[src/verilog/rx_link_status_pkg.sv]
package rx_link_status_pkg;

  // ****************************************************************
  // register map
  // ****************************************************************
  localparam logic [7:0] RX_LINK_STATUS_ONE_ADDR = 8'h4D;
  localparam logic [7:0] PORT_PAGE_SELECT_ADDR = 8'h4C;
  localparam logic [7:0] RX_LINK_STATUS_ONE_RESET = 8'h00;
  localparam logic [7:0] READ_MISS_DATA = 8'h00;

  // ****************************************************************
  // field positions of the status byte
  // ****************************************************************
  localparam int PORT_NUM_LSB = 6;
  localparam int PORT_NUM_MSB = 7;
  localparam int CRC_FLAG_BIT = 5;
  localparam int LOCK_CHANGE_BIT = 4;
  localparam int SEQUENCE_FLAG_BIT = 3;
  localparam int PARITY_FLAG_BIT = 2;
  localparam int PASS_BIT = 1;
  localparam int LOCKED_BIT = 0;

  // ****************************************************************
  // sizes
  // ****************************************************************
  localparam int NUM_PORTS = 4;
  localparam int PORT_SEL_W = 2;
  localparam int PARITY_COUNT_W = 16;

  // ****************************************************************
  // per-port inputs from the receiver and control-channel logic
  // ****************************************************************
  typedef struct packed {
    logic enhanced_error_enable;
    logic ctrl_channel_summary_flag;
    logic crc_error_pulse;
    logic sequence_error_pulse;
    logic receiver_locked;
    logic receiver_pass;
    logic parity_count_clear;
  } rx_port_events_s;

  // sticky flags held per port
  typedef struct packed {
    logic ctrl_channel_crc_flag;
    logic lock_change_flag;
    logic ctrl_channel_sequence_flag;
    logic parity_flag;
  } rx_port_flags_s;

  localparam rx_port_flags_s FLAGS_RESET = '{default: 1'b0};

endpackage : rx_link_status_pkg

[src/verilog/rx_port_link_status.sv]
`timescale 1ns/1ps
`default_nettype none

//
// Function
// RQ1 - bits 7:6 read back the currently selected read port number, read-only.
// RQ2 - bit 5 sets on forward control-channel CRC error, clears on read.
// RQ3 - bit 4 sets when lock status changed since last read, clears on read.
// RQ4 - enhanced mode off: bit 3 is sequence-error flag, clears on read.
// RQ5 - enhanced mode on: bit 3 is summary error, cleared via error-status read.
// RQ6 - bit 2 set while parity error count exceeds programmed limit.
// RQ7 - bit 2 not cleared by read; clears only when parity counts clear.
// RQ8 - bit 1 shows live receiver pass indication.
// RQ9 - bit 0 shows live receiver lock state.
// RQ10 - one status copy per port; host selects copy via page select first.
// RQ11 - read selection 00..11 picks port 0..3 register block.
// RQ12 - read clears only returned bits; same-cycle events stay pending.
module rx_port_link_status #(
  parameter int NUM_PORTS = rx_link_status_pkg::NUM_PORTS,
  parameter int PARITY_COUNT_W = rx_link_status_pkg::PARITY_COUNT_W
) (
  input wire logic mclk_i,
  input wire logic rst_n_i,
  input wire logic rd_strobe_i,
  input wire logic [7:0] rd_addr_i,
  input wire logic [rx_link_status_pkg::PORT_SEL_W-1:0] port_page_select_i,
  input wire rx_link_status_pkg::rx_port_events_s [NUM_PORTS-1:0] port_events_i,
  input wire logic [NUM_PORTS-1:0][PARITY_COUNT_W-1:0] parity_error_count_i,
  input wire logic [NUM_PORTS-1:0][PARITY_COUNT_W-1:0] parity_limit_i,
  output logic [7:0] rd_data_o,
  output logic rd_valid_o,
  output logic rd_hit_o
);

  // ****************************************************************
  // state
  // ****************************************************************
  // sticky flags, one bit per port copy
  logic [NUM_PORTS-1:0] crc_flag_q;
  logic [NUM_PORTS-1:0] lock_change_q;
  logic [NUM_PORTS-1:0] sequence_flag_q;
  logic [NUM_PORTS-1:0] parity_flag_q;
  logic [NUM_PORTS-1:0] locked_prev_q;
  logic [NUM_PORTS-1:0] read_clear;
  logic [NUM_PORTS-1:0] parity_over;
  logic status_read;
  rx_link_status_pkg::rx_port_flags_s sel_flags;
  logic [7:0] status_byte;

  // ****************************************************************
  // status byte assembly for one port
  // ****************************************************************
  function automatic logic [7:0] build_status(
    input logic [rx_link_status_pkg::PORT_SEL_W-1:0] port_num,
    input rx_link_status_pkg::rx_port_flags_s flags,
    input rx_link_status_pkg::rx_port_events_s ev
  );
    logic [7:0] b;
    b = rx_link_status_pkg::RX_LINK_STATUS_ONE_RESET;
    b[rx_link_status_pkg::PORT_NUM_MSB:rx_link_status_pkg::PORT_NUM_LSB] = port_num; // [RQ1]
    b[rx_link_status_pkg::CRC_FLAG_BIT] = flags.ctrl_channel_crc_flag; // [RQ2]
    b[rx_link_status_pkg::LOCK_CHANGE_BIT] = flags.lock_change_flag; // [RQ3]
    // bit 3 meaning switches with the enhanced error setting
    if (ev.enhanced_error_enable)
    begin
      b[rx_link_status_pkg::SEQUENCE_FLAG_BIT] = ev.ctrl_channel_summary_flag; // [RQ5]
    end
    else
    begin
      b[rx_link_status_pkg::SEQUENCE_FLAG_BIT] = flags.ctrl_channel_sequence_flag; // [RQ4]
    end
    b[rx_link_status_pkg::PARITY_FLAG_BIT] = flags.parity_flag; // [RQ6]
    b[rx_link_status_pkg::PASS_BIT] = ev.receiver_pass; // [RQ8]
    b[rx_link_status_pkg::LOCKED_BIT] = ev.receiver_locked; // [RQ9]
    return b;
  endfunction : build_status

  // ****************************************************************
  // one-hot mask of the port copy a read returns
  // ****************************************************************
  function automatic logic [NUM_PORTS-1:0] port_mask(
    input logic enable,
    input logic [rx_link_status_pkg::PORT_SEL_W-1:0] port_num
  );
    logic [NUM_PORTS-1:0] m;
    m = '0;
    for (int p = 0; p < NUM_PORTS; p++)
    begin
      if (enable && (port_num == p[rx_link_status_pkg::PORT_SEL_W-1:0]))
      begin
        m[p] = 1'h1;
      end
    end
    return m;
  endfunction : port_mask

  // ****************************************************************
  // next value of a read-clear flag
  // ****************************************************************
  // the event wins, so one arriving with the read stays for the next read
  function automatic logic sticky_next(
    input logic flag,
    input logic set,
    input logic clear
  );
    return set || (flag && !clear);
  endfunction : sticky_next

  // ****************************************************************
  // read decode and page selection
  // ****************************************************************
  assign status_read = rd_strobe_i && (rd_addr_i == rx_link_status_pkg::RX_LINK_STATUS_ONE_ADDR);
  assign read_clear = port_mask(status_read, port_page_select_i); // [RQ10] [RQ11]

  // ****************************************************************
  // flags of the selected port copy
  // ****************************************************************
  // the page select value indexes the port copy directly
  always_comb
  begin
    sel_flags = rx_link_status_pkg::FLAGS_RESET;
    sel_flags.ctrl_channel_crc_flag = crc_flag_q[port_page_select_i];
    sel_flags.lock_change_flag = lock_change_q[port_page_select_i];
    sel_flags.ctrl_channel_sequence_flag = sequence_flag_q[port_page_select_i];
    sel_flags.parity_flag = parity_flag_q[port_page_select_i];
  end

  assign status_byte = build_status(port_page_select_i,
                                    sel_flags,
                                    port_events_i[port_page_select_i]); // [RQ10] [RQ11]

  // ****************************************************************
  // parity count compare
  // ****************************************************************
  // strictly greater: a count equal to the limit leaves the flag low
  always_comb
  begin
    parity_over = '0;
    for (int p = 0; p < NUM_PORTS; p++)
    begin
      parity_over[p] = (parity_error_count_i[p] > parity_limit_i[p]); // [RQ6]
    end
  end

  // ****************************************************************
  // control-channel crc flag
  // ****************************************************************
  always_ff @(posedge mclk_i or negedge rst_n_i)
  begin
    if (!rst_n_i)
    begin
      crc_flag_q <= '0;
    end
    else
    begin
      for (int p = 0; p < NUM_PORTS; p++)
      begin
        crc_flag_q[p] <= sticky_next(crc_flag_q[p],
                                     port_events_i[p].crc_error_pulse,
                                     read_clear[p]); // [RQ2] [RQ12]
      end
    end
  end

  // ****************************************************************
  // lock change flag
  // ****************************************************************
  // the history resets low, so a receiver locked at release reports a change
  always_ff @(posedge mclk_i or negedge rst_n_i)
  begin
    if (!rst_n_i)
    begin
      lock_change_q <= '0;
    end
    else
    begin
      for (int p = 0; p < NUM_PORTS; p++)
      begin
        lock_change_q[p] <= sticky_next(lock_change_q[p],
                                        port_events_i[p].receiver_locked != locked_prev_q[p],
                                        read_clear[p]); // [RQ3] [RQ12]
      end
    end
  end

  // ****************************************************************
  // control-channel sequence flag
  // ****************************************************************
  // with enhanced errors on, reads leave this hidden flag alone
  always_ff @(posedge mclk_i or negedge rst_n_i)
  begin
    if (!rst_n_i)
    begin
      sequence_flag_q <= '0;
    end
    else
    begin
      for (int p = 0; p < NUM_PORTS; p++)
      begin
        sequence_flag_q[p] <= sticky_next(sequence_flag_q[p],
                                          port_events_i[p].sequence_error_pulse,
                                          read_clear[p] && !port_events_i[p].enhanced_error_enable); // [RQ4] [RQ12]
      end
    end
  end

  // ****************************************************************
  // parity threshold flag
  // ****************************************************************
  always_ff @(posedge mclk_i or negedge rst_n_i)
  begin
    if (!rst_n_i)
    begin
      parity_flag_q <= '0;
    end
    else
    begin
      for (int p = 0; p < NUM_PORTS; p++)
      begin
        // a read never touches it; the count clear wins over a same-cycle set
        if (port_events_i[p].parity_count_clear)
        begin
          parity_flag_q[p] <= 1'h0; // [RQ7]
        end
        else if (parity_over[p])
        begin
          parity_flag_q[p] <= 1'h1; // [RQ6]
        end
      end
    end
  end

  // ****************************************************************
  // lock history for change detection
  // ****************************************************************
  always_ff @(posedge mclk_i or negedge rst_n_i)
  begin
    if (!rst_n_i)
    begin
      locked_prev_q <= '0;
    end
    else
    begin
      for (int p = 0; p < NUM_PORTS; p++)
      begin
        locked_prev_q[p] <= port_events_i[p].receiver_locked;
      end
    end
  end

  // ****************************************************************
  // read answer strobes
  // ****************************************************************
  // every read is answered, whatever its address
  always_ff @(posedge mclk_i or negedge rst_n_i)
  begin
    if (!rst_n_i)
    begin
      rd_valid_o <= 1'h0;
    end
    else
    begin
      rd_valid_o <= rd_strobe_i;
    end
  end

  // only a read of the status register counts as a hit
  always_ff @(posedge mclk_i or negedge rst_n_i)
  begin
    if (!rst_n_i)
    begin
      rd_hit_o <= 1'h0;
    end
    else
    begin
      rd_hit_o <= status_read;
    end
  end

  // ****************************************************************
  // read data return
  // ****************************************************************
  // a miss returns the idle pattern, so no stale byte leaks out
  always_ff @(posedge mclk_i or negedge rst_n_i)
  begin
    if (!rst_n_i)
    begin
      rd_data_o <= rx_link_status_pkg::READ_MISS_DATA;
    end
    else
    begin
      if (status_read)
      begin
        rd_data_o <= status_byte; // [RQ12]
      end
      else
      begin
        rd_data_o <= rx_link_status_pkg::READ_MISS_DATA;
      end
    end
  end

endmodule : rx_port_link_status

`default_nettype wire

[config.mk]
export PLATFORM = sky130hd
export DESIGN_NAME = rx_port_link_status
export DESIGN_NICKNAME = d
export VERILOG_FILES = /design/src/verilog/rx_link_status_pkg.sv /design/src/verilog/rx_port_link_status.sv
export SDC_FILE = /design/constraint.sdc
export NUM_CORES = 1
export LEC_CHECK = 0
export BUFFER_PORTS_ARGS = -buffer_cell sky130_fd_sc_hd__buf_2
export CAP_MARGIN = 20
export CORE_MARGIN = 1.5
export CORE_UTILIZATION = 44
export CTS_CLUSTER_DIAMETER = 40
export CTS_CLUSTER_SIZE = 25
export DETAILED_ROUTE_END_ITERATION = 10
export PLACE_DENSITY = 0.81
export RECOVER_POWER = 100
export SKIP_LAST_GASP = 1
export SYNTH_ARGS = -nofsm -noshare
export SYNTH_HDL_FRONTEND = slang
export SYNTH_SLANG_ARGS = --single-unit
[constraint.sdc]
create_clock -name mclk_i -period 1.71 [get_ports mclk_i]
set_clock_uncertainty 0.15 [all_clocks]
set_input_delay 0 -clock mclk_i [delete_from_list [all_inputs] [get_ports mclk_i]]
set_output_delay 0 -clock mclk_i [all_outputs]
set_load 0.005 [all_outputs]
# After elaboration in Yosys (flattened, before gate mapping)
# Index checks and enable logic that the tools add are counted.
[totals]
ff_bits = 30
inputBits = 169
output_inout_bits = 10
wordCells = 98
[op_classes]
order_cmp = 5
eq_ne = 8
mux = 24
n_reduce_logical = 50
[op_table]
columns = ["operator", "count"]
rows = [
  ["16-bit greater-than comparator", 4],
  ["1-bit logical AND", 21],
  ["1-bit 2-to-1 mux", 17],
  ["7-bit binary-select mux with 2-bit select", 1],
  ["1-bit zero test", 12],
  ["1-bit logical OR", 12],
  ["1-bit binary-select mux with 2-bit select", 4],
  ["8-bit by 7-bit == test with 1-bit output, second input constant", 1],
  ["8-bit 2-to-1 mux", 1],
  ["2-bit nonzero test", 4],
  ["7-bit 2-to-1 mux", 1],
  ["2-bit == test, second input constant", 2],
  ["1-bit != test", 4],
  ["2-bit by 3-bit < comparator with 1-bit output, second input constant", 1],
  ["2-bit by 1-bit == test with 1-bit output, second input constant", 1],
  ["2-bit zero test", 1],
]

# Depth between registers and ports, before layout
[logic_depth]
ltp_word = 8
ltp_mapped = 7
mapped_depth_nobuf = 7

# Worst setup path before layout
# Ideal clock, no wire load.
[synth_timing]
kind = "input to register"
startpoint = "input rd_addr_i[1]"
endpoint = "register sequence_flag_q[0]"
setup_ns = 0.121
t_arrival_ns = 1.298
required_time_ns = 1.439
path_slack_ns = 0.141
path_stages = 5
path_buffers = 0
cell_sequence = "or3b_1 or4_4 or3_4 o21ai_1 nand2b_1"
[synth_via]
elab_chain_cells = 8
[synth_lines]
columns = ["element", "line", "source"]
rows = [
  ["start, declared", "rx_port_link_status.sv:25", "input wire logic [7:0] rd_addr_i,"],
  ["8-bit by 7-bit == test with 1-bit output", "rx_port_link_status.sv:112", "assign status_read = rd_strobe_i && (rd_addr_i == rx_link_status_pkg::RX_LINK_STATUS_ONE_ADDR);"],
  ["1-bit logical AND", "rx_port_link_status.sv:112", ""],
  ["1-bit logical AND", "rx_port_link_status.sv:89", "if (enable && (port_num == p[rx_link_status_pkg::PORT_SEL_W-1:0]))"],
  ["1-bit 2-to-1 mux", "rx_port_link_status.sv:89", ""],
  ["1-bit logical AND", "rx_port_link_status.sv:202", "read_clear[p] && !port_events_i[p].enhanced_error_enable);"],
  ["1-bit zero test", "rx_port_link_status.sv:106", "return set || (flag && !clear);"],
  ["1-bit logical AND", "rx_port_link_status.sv:106", ""],
  ["1-bit logical OR", "rx_port_link_status.sv:106", ""],
  ["end signal, assigned by index", "rx_port_link_status.sv:200", "sequence_flag_q[p] <= sticky_next(sequence_flag_q[p],"],
  ["end, declared", "rx_port_link_status.sv:41", "logic [NUM_PORTS-1:0] sequence_flag_q;"],
]
# No other way between the ends.
# A chain may end at the register's enable or synchronous reset.

# Worst setup path after layout
# Same ends and word-level chain as after synthesis.

==> summary.json <==
{
  "final_layout": {
    "post-route-util_pct": 65.3,
    "antenna_cells_inserted": 0,
    "drive_above_1_share_pct": 36.0,
    "num-nets-final": 763,
    "synth_to_final_area_change_pct": 44.4,
    "mostFrequentLayoutCell": "buf_2",
    "commonest_cells_after_routing_fill_and_taps_aside": "buf_2 (166), inv_1 (70), ha_1 (64), a21oi_1 (31), dfrtp_1 (30)",
    "fillers": 533
  },
  "routing": {
    "routed_wire_length_per_instance_um": 12.2,
    "drt_drc_violations_left": 0,
    "viasPerCell": 5.03,
    "antenna_left": 0,
    "wirelength_um": 7380,
    "initialDrtViolationCount": 85,
    "total_number_of_vias": 3054,
    "detail_route.first_pass.iterations": 4
  },
  "worst_setup_path": {
    "crit-reg2reg-capture": "rd_data_o[3]$_DFF_PN0_",
    "crit-reg2reg-launch": "sequence_flag_q[3]$_DFF_PN0_",
    "worstPathRequired_ns": 1.72,
    "reg2regPathDepth": 3,
    "timing.critical_path.from_type": "input port",
    "critical_path.endpoint": "sequence_flag_q[0]$_DFF_PN0_",
    "crit_fanout": 4,
    "worst_ep_arrival_time_ns": 1.55,
    "crit_start": "rd_addr_i[1]",
    "timing.setup.critical_path_class": "input port to flip-flop",
    "setup.reg_to_reg.worst_slack_ns": 0.39,
    "crit_path_end_kind": "flip-flop"
  },
  "sta": {
    "min_period_ns": 1.54,
    "worst_slack_on_hold_paths_ns": 0.0205,
    "worst_pin_slew_ns": 0.739,
    "max_slew_violation_count": 0,
    "setup_violations": 0,
    "max_clock_freq_mhz": 647,
    "slew_headroom_pct": 50.8,
    "fin_crit_sh_pct": 90.3,
    "rsz0062_at_grt": "false",
    "hold_viol": 0
  },
  "synthesis": {
    "synth_area_um2": 2850,
    "synthesis.nets": 555,
    "postSynth.topFlopCell": "dfrtp_1",
    "syn_avg_cell_area_um2": 8.86,
    "synthesis.yosys.warnings": 0,
    "synth-seq-area-share_pct": 26.3,
    "count_of_flip_flops_with_a_built_in_enable_after_synthesis": 0,
    "post_synth_and_or_nand_nor_area_fraction_pct": 13.8,
    "post_synth_num_cell_types": 30,
    "synth_cells": 322,
    "combinational_family_with_the_most_area_after_synthesis": "adder cells",
    "ys_async_sr_fraction_pct": 100,
    "synth.mux.area_fraction_pct": 6.67,
    "fraction_of_synthesized_cell_area_in_xor_and_xnor_cells_pct": 1.23,
    "synth_area_in_adders_pct": 28.1,
    "synth_compound_gate_area_share_pct": 13.6,
    "yosys_register_bits": 30
  },
  "power": {
    "vdd_drop_max_mv": 0.333,
    "power.switching_mw": 0.546,
    "power.sequential.fraction_pct": 39.0,
    "power_per_cell_area_nw_per_um2": 460,
    "finalPower_mw": 1.90,
    "power_frac_comb_pct": 33.7,
    "clockPowerShare_pct": 27.3,
    "netSwitchingFraction_pct": 28.8,
    "power_report.internal_total_mw": 1.35,
    "total_leakage_power_nw": 2.33
  },
  "clock_network": {
    "ctsRootBufferMaster": "clkbuf_8",
    "cts_made_buffers": 5,
    "post-cts-setup-buffer-count": 0,
    "clock_latency_ns": 0.27,
    "cts.hold.buffers_added": 24,
    "h-tree-depth": 2,
    "clkSlewWorstSetupHoldPaths_ns": 0.06,
    "clock-sinks": 30,
    "clk_path_buf_depth": 2,
    "cts_repair_resize_count": 0,
    "tritoncts_clock_tree": "built"
  },
  "floorplanning": {
    "core.rowCount": 29,
    "design.die.area_um2": 6980,
    "die_width_um": 83.5,
    "ioPinCount": 179,
    "die_height_um": 83.5,
    "start_util_pct": 45.2,
    "floorplan.core_area_um2": 6310
  },
  "grt": {
    "initial_antenna_violation_count": 0,
    "via_count_of_the_first_global_routing_pass": 3187,
    "maximum_number_of_pins_on_one_net_before_global_route_repair": 31,
    "grt.overflow.total": 0,
    "grt_pass1_wl_um": 12600,
    "grt.total_usage_pct": 21.6
  },
  "min_path": {
    "hold_path_class": "input port to flip-flop"
  },
  "run_status": {
    "result_of_the_run": "complete, no violations"
  },
  "place": {
    "detailed_place_hpwl_um": 6140,
    "place.port_buffers": 178,
    "final_estimated_routing_congestion_in_global_placement": 0.810
  },
  "job": {
    "drv.max_cap_violation_count": 0
  }
}
==> cell usage after synthesis (2+ instances only) <==
cell        n  area share (%)
nor3_1      2            0.35
nand4_1    14             3.1
a21oi_1    31             5.4
nand2_1    22             2.9
nand3_1     3            0.53
nand2b_1    3            0.66
a211oi_1    7             1.8
a21o_1      7             1.8
xnor2_1     3            0.92
ha_1       64              28
and2_2      6             1.6
nor4_1      4            0.88
nor2_1     15             2.0
inv_1      70             9.2
dfrtp_1    30              26
a2111oi_0   2            0.61
mux4_2      8             6.3
o21ai_0    15             2.6
o21a_1      3            0.79
nor3b_1     3            0.79
==> critical path: stages <==
cell      delay [ns]
buf_2           0.09
or3b_1          0.37
or4_4           0.45
or3_1           0.37
o21ai_1         0.18
nand2b_1        0.09
==> sequential cells by signal (all words and copies together), names as in the netlist <==
| name | flops |
|---|---|
| rd_data_o | 8 |
| rd_hit_o | 1 |
| crc_flag_q | 4 |
| rd_valid_o | 1 |
| sequence_flag_q | 4 |
| locked_prev_q | 4 |
| lock_change_q | 4 |
| parity_flag_q | 4 |
==> metal layers <==
metal | vias up | part of all wire (%) | GRT usage [%]
met3 | 17 | 6.9 | 3.36
met2 | 140 | 52 | 42.6
met5 | - | 0 | 0
li1 | 1533 | - | -
met4 | 0 | 2.4 | 6.86
met1 | 1364 | 38 | 23.4
==> cells by family (layout without fill, tap and decap cells) <==
| kind of cell | Yosys count | in the layout |
|---|---|---|
| adder cells (fa/ha/maj) | 64 | 64 |
| XOR/XNOR | 4 | 4 |
| AO/OA/AOI/OAI | 67 | 67 |
| AND/OR/NAND/NOR | 75 | 75 |
| flip-flops | 30 | 30 |
| buffers and inverters | 73 | 281 |
| multiplexers | 9 | 9 |
==> stage by stage <==
step                TNS (ns)  area (um2)  instances  setup slack [ns]
floorplan                  0        2850        322             0.141
global placement           0        3820        576           0.00795
detailed placement   -0.0762        3820        576           -0.0361
CTS                        0        4140        607             0.172
global route               0        4120        607             0.117
finish                     0        4120        607             0.165
==> how the worst min path moves through the flow <==
stage	start	cells after the start	to	slack, ns
after floorplan	rst_n_i	0	crc_flag_q[0]$_DFF_PN0_	-0.45
after global placement	rst_n_i	1	rd_data_o[6]$_DFF_PN0_	-0.08
after detailed placement	rst_n_i	1	rd_data_o[6]$_DFF_PN0_	-0.08
after CTS	port_events_i[22]	3	rd_data_o[1]$_DFF_PN0_	0.02
after global routing	port_events_i[1]	3	rd_data_o[1]$_DFF_PN0_	0.03
final	port_events_i[22]	3	rd_data_o[1]$_DFF_PN0_	0.02
==> power by group through the flow <==
stage | combinational, mW | clock, mW | sequential (mW)
after global placement | 0.571 | 0 | 0.752
after global routing | 0.739 | 0.568 | 0.741
after CTS | 0.645 | 0.537 | 0.739
after floorplan | 0.318 | 0 | 0.747
final | 0.639 | 0.518 | 0.739
after detailed placement | 0.600 | 0 | 0.752
==> area by class of cell <==
| type | instances | area (um2) | area share (%) |
|---|---|---|---|
| Tap cell | 77 | 96.3 | 2.34 |
| Timing Repair Buffer | 204 | 1130 | 27.4 |
| Multi-Input combinational cell | 219 | 1800 | 43.7 |
| Clock inverter | 2 | 10.0 | 0.243 |
| Clock buffer | 5 | 68.8 | 1.67 |
| Inverter | 70 | 263 | 6.38 |
| Sequential cell | 30 | 751 | 18.2 |
No activity file was read; power rests on OpenSTA's default activity.
